$ cat src/logic/spimc_consts.vh
// Constants for the host-side serial port controller.
`ifndef SPIMC_CONSTS_VH
`define SPIMC_CONSTS_VH
// ==========================================================
// Register word offsets (byte addresses on the APB)
`define SPIMC_ADDR_CTRL 12'h000
`define SPIMC_ADDR_STAT 12'h004
`define SPIMC_ADDR_TXD 12'h008
`define SPIMC_ADDR_RXD 12'h00c
`define SPIMC_ADDR_SEL 12'h010
// ==========================================================
// Control register fields
`define SPIMC_CTRL_RATE_LO 0
`define SPIMC_CTRL_RATE_HI 2
`define SPIMC_CTRL_IDLE 3
`define SPIMC_CTRL_PHASE 4
`define SPIMC_CTRL_ENABLE 5
`define SPIMC_CTRL_RST 6'h04
`define SPIMC_CTRL_W 6
// ==========================================================
// Status register fields
`define SPIMC_STAT_DONE 0
`define SPIMC_STAT_BUSY 1
`define SPIMC_STAT_COLL 2
`define SPIMC_STAT_BADRATE 3
// ==========================================================
// Rate codes and widths
`define SPIMC_RATE_RES0 3'h0
`define SPIMC_RATE_RES7 3'h7
`define SPIMC_BITS 4'h8
`define SPIMC_LAST_BIT 4'h7
`define SPIMC_SEL_RST 4'hf
`endif

$ cat src/logic/spimc_clkgen.v
// Serial clock half-period tick generator for the host controller.
`timescale 1ns/100ps
module spimc_clkgen
(
  input wire clk_in,
  input wire rstn_in,
  input wire ce_in,
  input wire run_in,
  input wire [2:0] rate_in,
  output reg tick_out
);
`include "spimc_consts.vh"
  reg [6:0] cnt;
  // Half the divisor is 2 << (rate - 1), that is 1 << rate.
  wire [6:0] half = (7'h01 << rate_in) - 7'h01;
  always @(posedge clk_in or negedge rstn_in)
  begin
    if (!rstn_in)
    begin
      cnt <= 7'h00;
      tick_out <= 1'b0;
    end
    else if (ce_in)
    begin
      if (!run_in)
      begin
        cnt <= 7'h00;
        tick_out <= 1'b0;
      end
      else if (cnt >= half)
      begin
        cnt <= 7'h00;
        tick_out <= 1'b1;
      end
      else
      begin
        cnt <= cnt + 7'h01;
        tick_out <= 1'b0;
      end
    end
  end
endmodule // spimc_clkgen

$ cat src/logic/spimc_top.v
// Host-side serial port master driving a device over its four serial pins.
// Functional notes
// - Bytes travel as eight bits, most significant bit first.
// - Master runs exactly eight serial clock cycles per byte.
// - Master holds one slave's select low for each byte, and across bytes only in phase 1.
// - Do not enable select-disable while clock phase is 0.
// - Master drives select low before and during each transfer.
// - Slave software must read data before the next byte arrives.
// - Change role, polarity or phase only while disabled.
// - Slave serial clock must not exceed the device bus clock.
// - Phase 0: first edge captures MSB; select toggles between bytes.
// - Phase 1: master drives on first edge; select may stay low.
`timescale 1ns/100ps
module spimc_top
#(
  parameter SEL_W = 4
)
(
  input wire clk_in,
  input wire rstn_in,
  input wire ce_in,
  input wire psel_in,
  input wire penable_in,
  input wire pwrite_in,
  input wire [11:0] paddr_in,
  input wire [31:0] pwdata_in,
  output reg [31:0] prdata_out,
  output reg pready_out,
  output reg pslverr_out,
  output reg sclk_out,
  output reg mosi_out,
  input wire miso_in,
  output reg [SEL_W-1:0] sel_n_out
);
`include "spimc_consts.vh"
  // ==========================================================
  // State encoding
  localparam ST_IDLE = 3'b001;
  localparam ST_LEAD = 3'b010;
  localparam ST_SHIFT = 3'b100;
  // ==========================================================
  // Registers
  reg [`SPIMC_CTRL_W-1:0] ctrl;
  reg [SEL_W-1:0] sel_mask;
  reg [7:0] tx_hold;
  reg [7:0] rx_data;
  reg [7:0] shreg;
  reg done_flag;
  reg coll_flag;
  reg stat_seen;
  reg [2:0] state;
  reg [3:0] bitcnt;
  reg phase_half;
  reg miso_s1;
  reg miso_s2;
  wire tick;
  wire [2:0] rate = ctrl[`SPIMC_CTRL_RATE_HI:`SPIMC_CTRL_RATE_LO];
  wire idle_lvl = ctrl[`SPIMC_CTRL_IDLE];
  wire clock_edge_phase = ctrl[`SPIMC_CTRL_PHASE];
  wire enabled = ctrl[`SPIMC_CTRL_ENABLE];
  wire bad_rate = (rate == `SPIMC_RATE_RES0) || (rate == `SPIMC_RATE_RES7);
  wire busy = (state != ST_IDLE);
  wire acc = psel_in && penable_in && !pready_out;
  // Writes land on the edge that completes the transfer, the one at which the master sees ready.
  wire apb_done = psel_in && penable_in && pready_out;
  wire wr = apb_done && pwrite_in;
  wire rd = acc && !pwrite_in;

  function hit;
    input [11:0] a;
    input [11:0] b;
    begin
      hit = (a == b);
    end
  endfunction

  // A mask may assert at most one line, so two slaves never fight over the data input.
  function single_sel;
    input [SEL_W-1:0] m;
    integer k;
    integer zeros;
    begin
      zeros = 0;
      for (k = 0; k < SEL_W; k = k + 1)
        zeros = zeros + (m[k] ? 0 : 1);
      single_sel = (zeros <= 1);
    end
  endfunction

  wire sel_ok = single_sel(pwdata_in[SEL_W-1:0]);
  wire sel_refused = pwrite_in && hit(paddr_in, `SPIMC_ADDR_SEL) && !sel_ok;
  wire wr_txd = wr && hit(paddr_in, `SPIMC_ADDR_TXD);
  wire wr_ctrl = wr && hit(paddr_in, `SPIMC_ADDR_CTRL);
  wire wr_sel = wr && hit(paddr_in, `SPIMC_ADDR_SEL);
  wire rd_stat = rd && hit(paddr_in, `SPIMC_ADDR_STAT);
  wire rd_rxd = rd && hit(paddr_in, `SPIMC_ADDR_RXD);
  wire mapped = hit(paddr_in, `SPIMC_ADDR_CTRL) || hit(paddr_in, `SPIMC_ADDR_STAT) ||
    hit(paddr_in, `SPIMC_ADDR_TXD) || hit(paddr_in, `SPIMC_ADDR_RXD) ||
    hit(paddr_in, `SPIMC_ADDR_SEL);
  wire start = wr_txd && !busy && enabled && !bad_rate;
  wire finish = (state == ST_SHIFT) && enabled && tick && phase_half &&
    (bitcnt == `SPIMC_LAST_BIT);

  spimc_clkgen u_clkgen
  (
    .clk_in(clk_in),
    .rstn_in(rstn_in),
    .ce_in(ce_in),
    .run_in(busy),
    .rate_in(rate),
    .tick_out(tick)
  );

  // ==========================================================
  // Input synchroniser
  always @(posedge clk_in or negedge rstn_in)
  begin
    if (!rstn_in)
    begin
      miso_s1 <= 1'b0;
      miso_s2 <= 1'b0;
    end
    else if (ce_in)
    begin
      miso_s1 <= miso_in;
      miso_s2 <= miso_s1;
    end
  end

  // ==========================================================
  // APB slave
  always @(posedge clk_in or negedge rstn_in)
  begin
    if (!rstn_in)
    begin
      ctrl <= `SPIMC_CTRL_RST;
      sel_mask <= {SEL_W{1'b1}};
      tx_hold <= 8'h00;
      prdata_out <= 32'h0000_0000;
      pready_out <= 1'b0;
      pslverr_out <= 1'b0;
    end
    else if (ce_in)
    begin
      pready_out <= acc;
      pslverr_out <= acc && (!mapped || sel_refused);
      prdata_out <= 32'h0000_0000;
      if (wr_ctrl && !busy)
        ctrl <= pwdata_in[`SPIMC_CTRL_W-1:0];
      // While busy only a cleared enable gets through, so software can still abort a byte.
      else if (wr_ctrl && !pwdata_in[`SPIMC_CTRL_ENABLE])
        ctrl[`SPIMC_CTRL_ENABLE] <= 1'b0;
      // The select is only retargeted between bytes, so a slave stays held.
      if (wr_sel && !busy && sel_ok)
        sel_mask <= pwdata_in[SEL_W-1:0];
      if (start)
        tx_hold <= pwdata_in[7:0];
      if (rd)
      begin
        if (hit(paddr_in, `SPIMC_ADDR_CTRL))
          prdata_out <= {26'h0, ctrl};
        else if (hit(paddr_in, `SPIMC_ADDR_STAT))
          prdata_out <= {28'h0, bad_rate, coll_flag, busy, done_flag};
        else if (hit(paddr_in, `SPIMC_ADDR_TXD))
          prdata_out <= {24'h0, tx_hold};
        else if (hit(paddr_in, `SPIMC_ADDR_RXD))
          prdata_out <= {24'h0, rx_data};
        else if (hit(paddr_in, `SPIMC_ADDR_SEL))
          prdata_out <= {{(32-SEL_W){1'b0}}, sel_mask};
      end
    end
  end

  // ==========================================================
  // Flags
  always @(posedge clk_in or negedge rstn_in)
  begin
    if (!rstn_in)
    begin
      done_flag <= 1'b0;
      coll_flag <= 1'b0;
      stat_seen <= 1'b0;
      rx_data <= 8'h00;
    end
    else if (ce_in)
    begin
      if (rd_stat)
        stat_seen <= done_flag || coll_flag;
      else if (rd_rxd)
        stat_seen <= 1'b0;
      if (finish)
      begin
        done_flag <= 1'b1;
        // Phase 1 takes its last bit on this very edge.
        rx_data <= clock_edge_phase ? {shreg[6:0], miso_s2} : shreg;
      end
      else if (rd_rxd && stat_seen)
        done_flag <= 1'b0;
      if (wr_txd && busy)
        coll_flag <= 1'b1;
      else if (rd_rxd && stat_seen)
        coll_flag <= 1'b0;
    end
  end

  // ==========================================================
  // Serial engine
  always @(posedge clk_in or negedge rstn_in)
  begin
    if (!rstn_in)
    begin
      state <= ST_IDLE;
      bitcnt <= 4'h0;
      phase_half <= 1'b0;
      shreg <= 8'h00;
      sclk_out <= 1'b0;
      mosi_out <= 1'b0;
      sel_n_out <= {SEL_W{1'b1}};
    end
    else if (ce_in)
    begin
      case (state)
        ST_IDLE:
        begin
          sclk_out <= idle_lvl;
          // Phase 0 needs select raised between bytes.
          sel_n_out <= {SEL_W{1'b1}};
          if (clock_edge_phase)
            sel_n_out <= sel_mask;
          if (start)
          begin
            shreg <= pwdata_in[7:0];
            mosi_out <= pwdata_in[7];
            sel_n_out <= sel_mask;
            bitcnt <= 4'h0;
            phase_half <= 1'b0;
            state <= ST_LEAD;
          end
        end
        ST_LEAD:
        begin
          // One half period here, one more in shift: two half periods of setup after select falls, before any edge.
          if (!enabled)
            state <= ST_IDLE;
          else if (tick)
            state <= ST_SHIFT;
        end
        ST_SHIFT:
        begin
          if (!enabled)
            state <= ST_IDLE;
          else if (tick)
          begin
            sclk_out <= ~sclk_out;
            phase_half <= ~phase_half;
            // Leading edges in phase 1 drive from the second bit, trailing edges in phase 0.
            if (!phase_half ^ clock_edge_phase)
              shreg <= {shreg[6:0], miso_s2};
            else if (!(clock_edge_phase && bitcnt == 4'h0))
              mosi_out <= shreg[7];
            if (phase_half)
            begin
              bitcnt <= bitcnt + 4'h1;
              if (bitcnt == `SPIMC_LAST_BIT)
                state <= ST_IDLE;
            end
          end
        end
        default:
          state <= ST_IDLE;
      endcase
    end
  end
endmodule // spimc_top

$ cat config.mk
export PLATFORM = sky130hd
export DESIGN_NAME = spimc_top
export DESIGN_NICKNAME = d
export VERILOG_FILES = /design/src/logic/spimc_clkgen.v /design/src/logic/spimc_top.v
export VERILOG_INCLUDE_DIRS = /design/src /design/src/logic
export SDC_FILE = /design/constraint.sdc
export NUM_CORES = 1
export LEC_CHECK = 0
export ABC_AREA = 1
export BUFFER_PORTS_ARGS = -buffer_cell sky130_fd_sc_hd__buf_4
export CORE_UTILIZATION = 40
export DETAILED_ROUTE_END_ITERATION = 6
export PLACE_DENSITY_LB_ADDON = 0.2
export SLEW_MARGIN = 20
export SYNTH_ARGS = -nofsm -noshare
export SYNTH_HDL_FRONTEND = slang
export SYNTH_SLANG_ARGS = --single-unit
$ cat constraint.sdc
create_clock -name clk_in -period 3.1 [get_ports clk_in]
set_clock_uncertainty 0.15 [all_clocks]
set_input_delay 0.62 -clock clk_in [delete_from_list [all_inputs] [get_ports clk_in]]
set_output_delay 0.62 -clock clk_in [all_outputs]
set_load 0.02 [all_outputs]
; ---- Yosys cells after proc, flatten, opt, wreduce, memory -nomap -nowiden
; Cells that the tools add are included.
; W data, S select, Z words.
[classes]
n_shift = 1
mux = 55
reduce_logical = 65
eq_ne = 21
add_sub_neg = 6
n_lt_le_gt_ge = 2
bitwise = 3
[op_table]
columns = operator, count
row1 = $mux W8, 10
row2 = $mux W4, 7
row3 = $logic_and A1 B1 Y1, 27
row4 = $eq A12 B4 Y1 const B, 2
row5 = $mux W1, 23
row6 = $mux W3, 7
row7 = $reduce_and A2 Y1, 9
row8 = $reduce_and A6 Y1, 3
row9 = $pmux W8 S2, 1
row10 = $mux W7, 2
row11 = $eq A12 B3 Y1 const B, 1
row12 = $eq A12 B5 Y1 const B, 1
row13 = $logic_not A12 Y1, 1
row14 = $ne A2 B2 Y1 const B, 5
row15 = $reduce_bool A2 Y1, 5
row16 = $ne A3 B2 Y1 const B, 3
row17 = $pmux W3 S3, 1
row18 = $logic_not A1 Y1, 8
row19 = $pmux W4 S2, 1
row20 = $add A7 B1 Y7 const B, 1
row21 = $ge A7 B7 Y1, 1
row22 = $logic_or A1 B1 Y1, 7
row23 = $reduce_and A7 Y1, 1
row24 = $shl A1 B3 Y7 const A, 1
row25 = 20 further kinds, 25
[word_totals]
register_bits = 95
inputBits = 51

; ---- Longest topological paths before layout
[logic_depth]
word_depth = 9
depth_mapped = 15

; ---- Cells and area by module
; Synthesis repeated with hierarchy kept, for this count alone.
[hier_totals]
hier_cells = 556
area_unflattened_um2 = 4230.3
[by_module_without_submodules]
columns = mod, area_per_inst_um2, n_inst, cells_each
row1 = spimc_top, 3579.7, 1, 467
row2 = spimc_clkgen, 650.6, 1, 89

; ---- Least setup slack after synthesis
; No wires, ideal clock.
[synth_path]
path_type = flip-flop to flip-flop
startpoint = register ctrl[0]
endpoint = register u_clkgen.cnt[0]
arrival_time_ps = 2143
setup_ps = 126
required_time_ps = 2824
path_stages_with_launch = 14
period_less_slack_ps = 2420
path_slack_ps = 680
path_cell_list = dfrtp_1 buf_4 nor2_2 nand2_1 ha_1 nor4_1 a21oi_1 ha_1 nand2_1 o21a_1 nand3_1 inv_1 nand3_1 o21ai_0
[synth_via]
elab_chain_cells = 5
[synth_lines]
columns = element, line_no
row1 = start: declaration, spimc_top.v:43  ; reg [`SPIMC_CTRL_W-1:0] ctrl;
row2 = start signal: assignment, spimc_top.v:136  ; ctrl <= `SPIMC_CTRL_RST;
row3 = start signal: assignment, spimc_top.v:149  ; ctrl <= pwdata_in[`SPIMC_CTRL_W-1:0];
row4 = $shl A1 B3 Y7, spimc_clkgen.v:15  ; wire [6:0] half = (7'h01 << rate_in) - 7'h01;
row5 = $sub A7 B1 Y7, spimc_clkgen.v:15
row6 = $ge A7 B7 Y1, spimc_clkgen.v:30  ; else if (cnt >= half)
row7 = $mux W7, spimc_clkgen.v:30
row8 = $mux W7, spimc_clkgen.v:25  ; if (!run_in)
row9 = end signal: assignment, spimc_clkgen.v:37  ; cnt <= cnt + 7'h01;
row10 = end: declaration, spimc_clkgen.v:13  ; reg [6:0] cnt;
; Every way passes these cells.
; A chain may end at the register's enable or synchronous reset.

; ---- Worst setup path in the final report
[layout_path]
startpoint = register ctrl[2]
endpoint = register u_clkgen.cnt[0]
; The elaborated chain is that of the path after synthesis.

==> results.txt <==
Area share of the largest cell type after synthesis: 0.3604
Postcts setup bufs: 0
Distinct cells, synth: 43
TritonCTS clock tree: built
Crit. Startpoint: ctrl[2]
Peak fanout along the critical path: 7
Initial Utilization: 0.4121
IO buf count: 42
YS warnings: 0
Clk buf depth: 2
Total Wirelength: 9935 um
FF-to-FF path depth: 13
Yosys reg bits: 71
Pin count of the biggest net entering global routing: 72
DRC Markers: 0
Top_reg_cell synth: dfrtp_1
Register area share after synthesis: 0.4225
Initial DRC Count: 189
Leakage: 2.327 nW
Total power: 0.002789 W
Cells after Synth: 521
R2R Setup Slk: 0.34 ns
Dpl hpwl: 7321 um
Clk pwr share: 0.317
Area contributors post-synth: dfrtp_1 36%, nand2_1 11%, dfstp_2 6.2%
Highest clock rate: 362.4 MHz
Critical Path AT: 2.88 ns
First-pass GRT wire length: 17020 um
Final Hold Vio Count: 0
Area post-placement: 4564 um^2
CP Cell Sequence: inv_1 > nand2_1 > ha_1 > inv_1 > nor2_1 > xor2_1 > ha_1 > a21oi_1 > o21a_1 > nand3_1 > inv_1 > nand3_1 > o21ai_0
Cell mode on critical path: inv_1
Worst-path clk slew: 0.08 ns
Pwr Density: 581.8 nW/um^2
Worst vdd ir: 0.0003226 V
Overflow after GRT: 0
Total GRT Usage: 0.1959
Worst path max stage delay: 0.58 ns
Finished Cell Area: 4795 um^2
Unrepaired setup endpoints after global routing: false
Minimum clock period: 2.759 ns
Die ar.: 11000 um^2
Die W: 104.9 um
FF-to-FF Start: ctrl[2]
Gate power share: 0.270
Fraction of layout cells with a size suffix above 1: 0.1778
Detailed Routing Iterations Pass 1: 5
Switching power: 0.0009448 W
Required @ worst endpoint: 3.22 ns
Tightest slew margin relative to the limit: 0.4061
Avg Inst Size Synth: 8.129 um^2
IO Pins: 91
CTS resizes: 0
Post-DRT Antenna Nets: 0
Post-synth EDFFs: 0
CTS H-tree depth: 3
Root buf cell: clkbuf_8
# nets final: 626
Pint: 0.001845 W
Hold buffer count at cts: 0
Vias: 3598
CP max-delay cell: dfstp_2
Mapped Area: 4235 um^2
Synth async-reset ratio: 1.000
Worst setup path end: u_clkgen.cnt[0]
Worst-margin pin slew: 0.8909 ns
Num rows: 37
Synthesis-to-layout area growth: 13.21%
Vias in the first global route: 3525
Sequential cell fraction of total power: 0.413
Clock Latency Late Sink: 0.35 ns
Num CTS Buffers: 9
Clock sinks: 71
Setup CP Type: flip-flop to flip-flop
Switching share of total power: 0.3387
RePlAce Congestion: 0.8843
Top cell type by total area after synthesis: dfrtp_1
Core Region: 10280 um^2
Reg2reg end: u_clkgen.cnt[0]
Status: completed
Setup-failing EPs final: 0
Initial antenna violation count: 0
Antenna diodes: 0
Tcrit/Tclk final: 0.8902
Die Y: 104.9 um
Setup TNS: 0 ns
Max_cap viols: 0
Max-slew violation count: 0
Worst hold path type: primary input to asynchronous set/reset pin
WL per Instance: 14.11 um
FILL cells: 1055
Crit path launch type: flip-flop
Endpoint class of the critical path: flip-flop
Post-DR vias/cell: 5.111
-- final cells by class --
type	instances	area, um^2	share of cell area
sequential	71	1789	0.3732
clock buffer	12	135.1	0.02818
inverter	53	198.9	0.04149
multi-input combinational	384	2076	0.4329
timing repair buffer	44	330.3	0.06889
clock inverter	4	95.09	0.01983
tap	136	170.2	0.03549
-- power groups by stage --
stage	sequential [W]	clock (W)	combinational (W)
after floorplan	0.00116	0	0.000591
after global placement	0.00117	0	0.000746
after detailed placement	0.00117	0	0.000760
after CTS	0.00116	0.000903	0.000762
after global routing	0.00117	0.000934	0.000868
final	0.00115	0.000884	0.000752
-- stage by stage --
| step | util | setup slack [ns] | cells | hold slack [ns] |
|---|---|---|---|---|
| 6_report | 0.4665 | 0.3405 | 704 | 0.2560 |
| 5_1_grt | 0.4665 | 0.1116 | 704 | 0.3273 |
| 4_1_cts | 0.4665 | 0.3419 | 704 | 0.2940 |
| 3_5_place_dp | 0.4441 | 0.3521 | 688 | 0.3175 |
| 3_3_place_gp | 0.4441 | 0.4328 | 688 | 0.3181 |
| 2_1_floorplan | - | 0.6801 | 544 | 0.1744 |
-- how the worst min path moves through the flow --
stage	from	to	slack, ns	cells after the start
floorplan	rstn_in	bitcnt[0]	0.17	0
global placement	shreg[6]	shreg[6]	0.32	2
detailed placement	prdata_out[0]	prdata_out[0]	0.32	2
CTS	rstn_in	state[2]	0.29	1
global route	rstn_in	tx_hold[7]	0.33	1
finish	rstn_in	tx_hold[4]	0.26	1
-- worst max-delay path: cells and delay by family (launching register included) --
kind | cells | cell delay (ns)
adders and majority gates | 2 | 0.49
xor gates and xnor gates | 1 | 0.19
AOI/OAI and AO/OA | 3 | 0.34
buffers and inverters | 3 | 0.32
DFF | 1 | 0.58
and+or+nand+nor | 4 | 0.62
-- cells in the mapped netlist, types with 8 or more instances --
master	n
dfrtp_1	61
o21ai_1	19
inv_1	47
nand4_1	13
nor2_1	36
dfstp_2	10
o21ai_0	45
ha_1	11
nand2_1	121
a21oi_1	16
o21ai_2	8
buf_4	26
nand3_1	32
-- sequential cells by signal (all words and copies together) (netlist names) --
signal and count:
shreg 8, pslverr_out 1, sel_mask 4, prdata_out 8
miso_s1 1, coll_flag 1, state 3, u_clkgen.tick_out 1
mosi_out 1, phase_half 1, pready_out 1, bitcnt 4
miso_s2 1, sel_n_out 4, ctrl 6, done_flag 1
u_clkgen.cnt 7, stat_seen 1, sclk_out 1, rx_data 8
tx_hold 8
-- metal layers --
metal | up-vias | routed length, um | GRT usage
li1 | 1778 | - | -
met1 | 1691 | 4719 | 0.2692
met2 | 114 | 4544 | 0.3046
met3 | 15 | 513 | 0.03182
met4 | 0 | 157 | 0.08551
met5 | - | 0 | 0
-- placed cells by master, fill, tap and decap left out, types with 4 or more instances in the layout --
cell / instances
ha_1: 11
xor2_1: 4
a21oi_1: 16
o21ai_1: 19
o21ai_2: 8
nand2_2: 5
dfstp_2: 10
buf_4: 44
inv_1: 47
nand3_4: 4
nand2_1: 121
nand3_1: 32
nand4_1: 13
conb_1: 24
mux2i_1: 5
o21ai_0: 45
a2bb2oi_1: 4
o22ai_1: 4
clkbuf_8: 9
nor2_1: 36
nor3_1: 5
dfrtp_1: 61
o31ai_1: 4
inv_2: 6
-- cell families (layout without fill, tap and decap cells) --
group,count (synthesis),after routing,synth area share
flops,71,71,0.4225
mux,6,6,0.01448
buf+inv,89,113,0.1078
simple gates,229,229,0.2570
compound gates,108,108,0.1498
fa+ha+maj,12,12,0.03722
other cells,1,24,0.0008854
xor+xnor,5,5,0.01034
(Power assumes the default switching activity.)
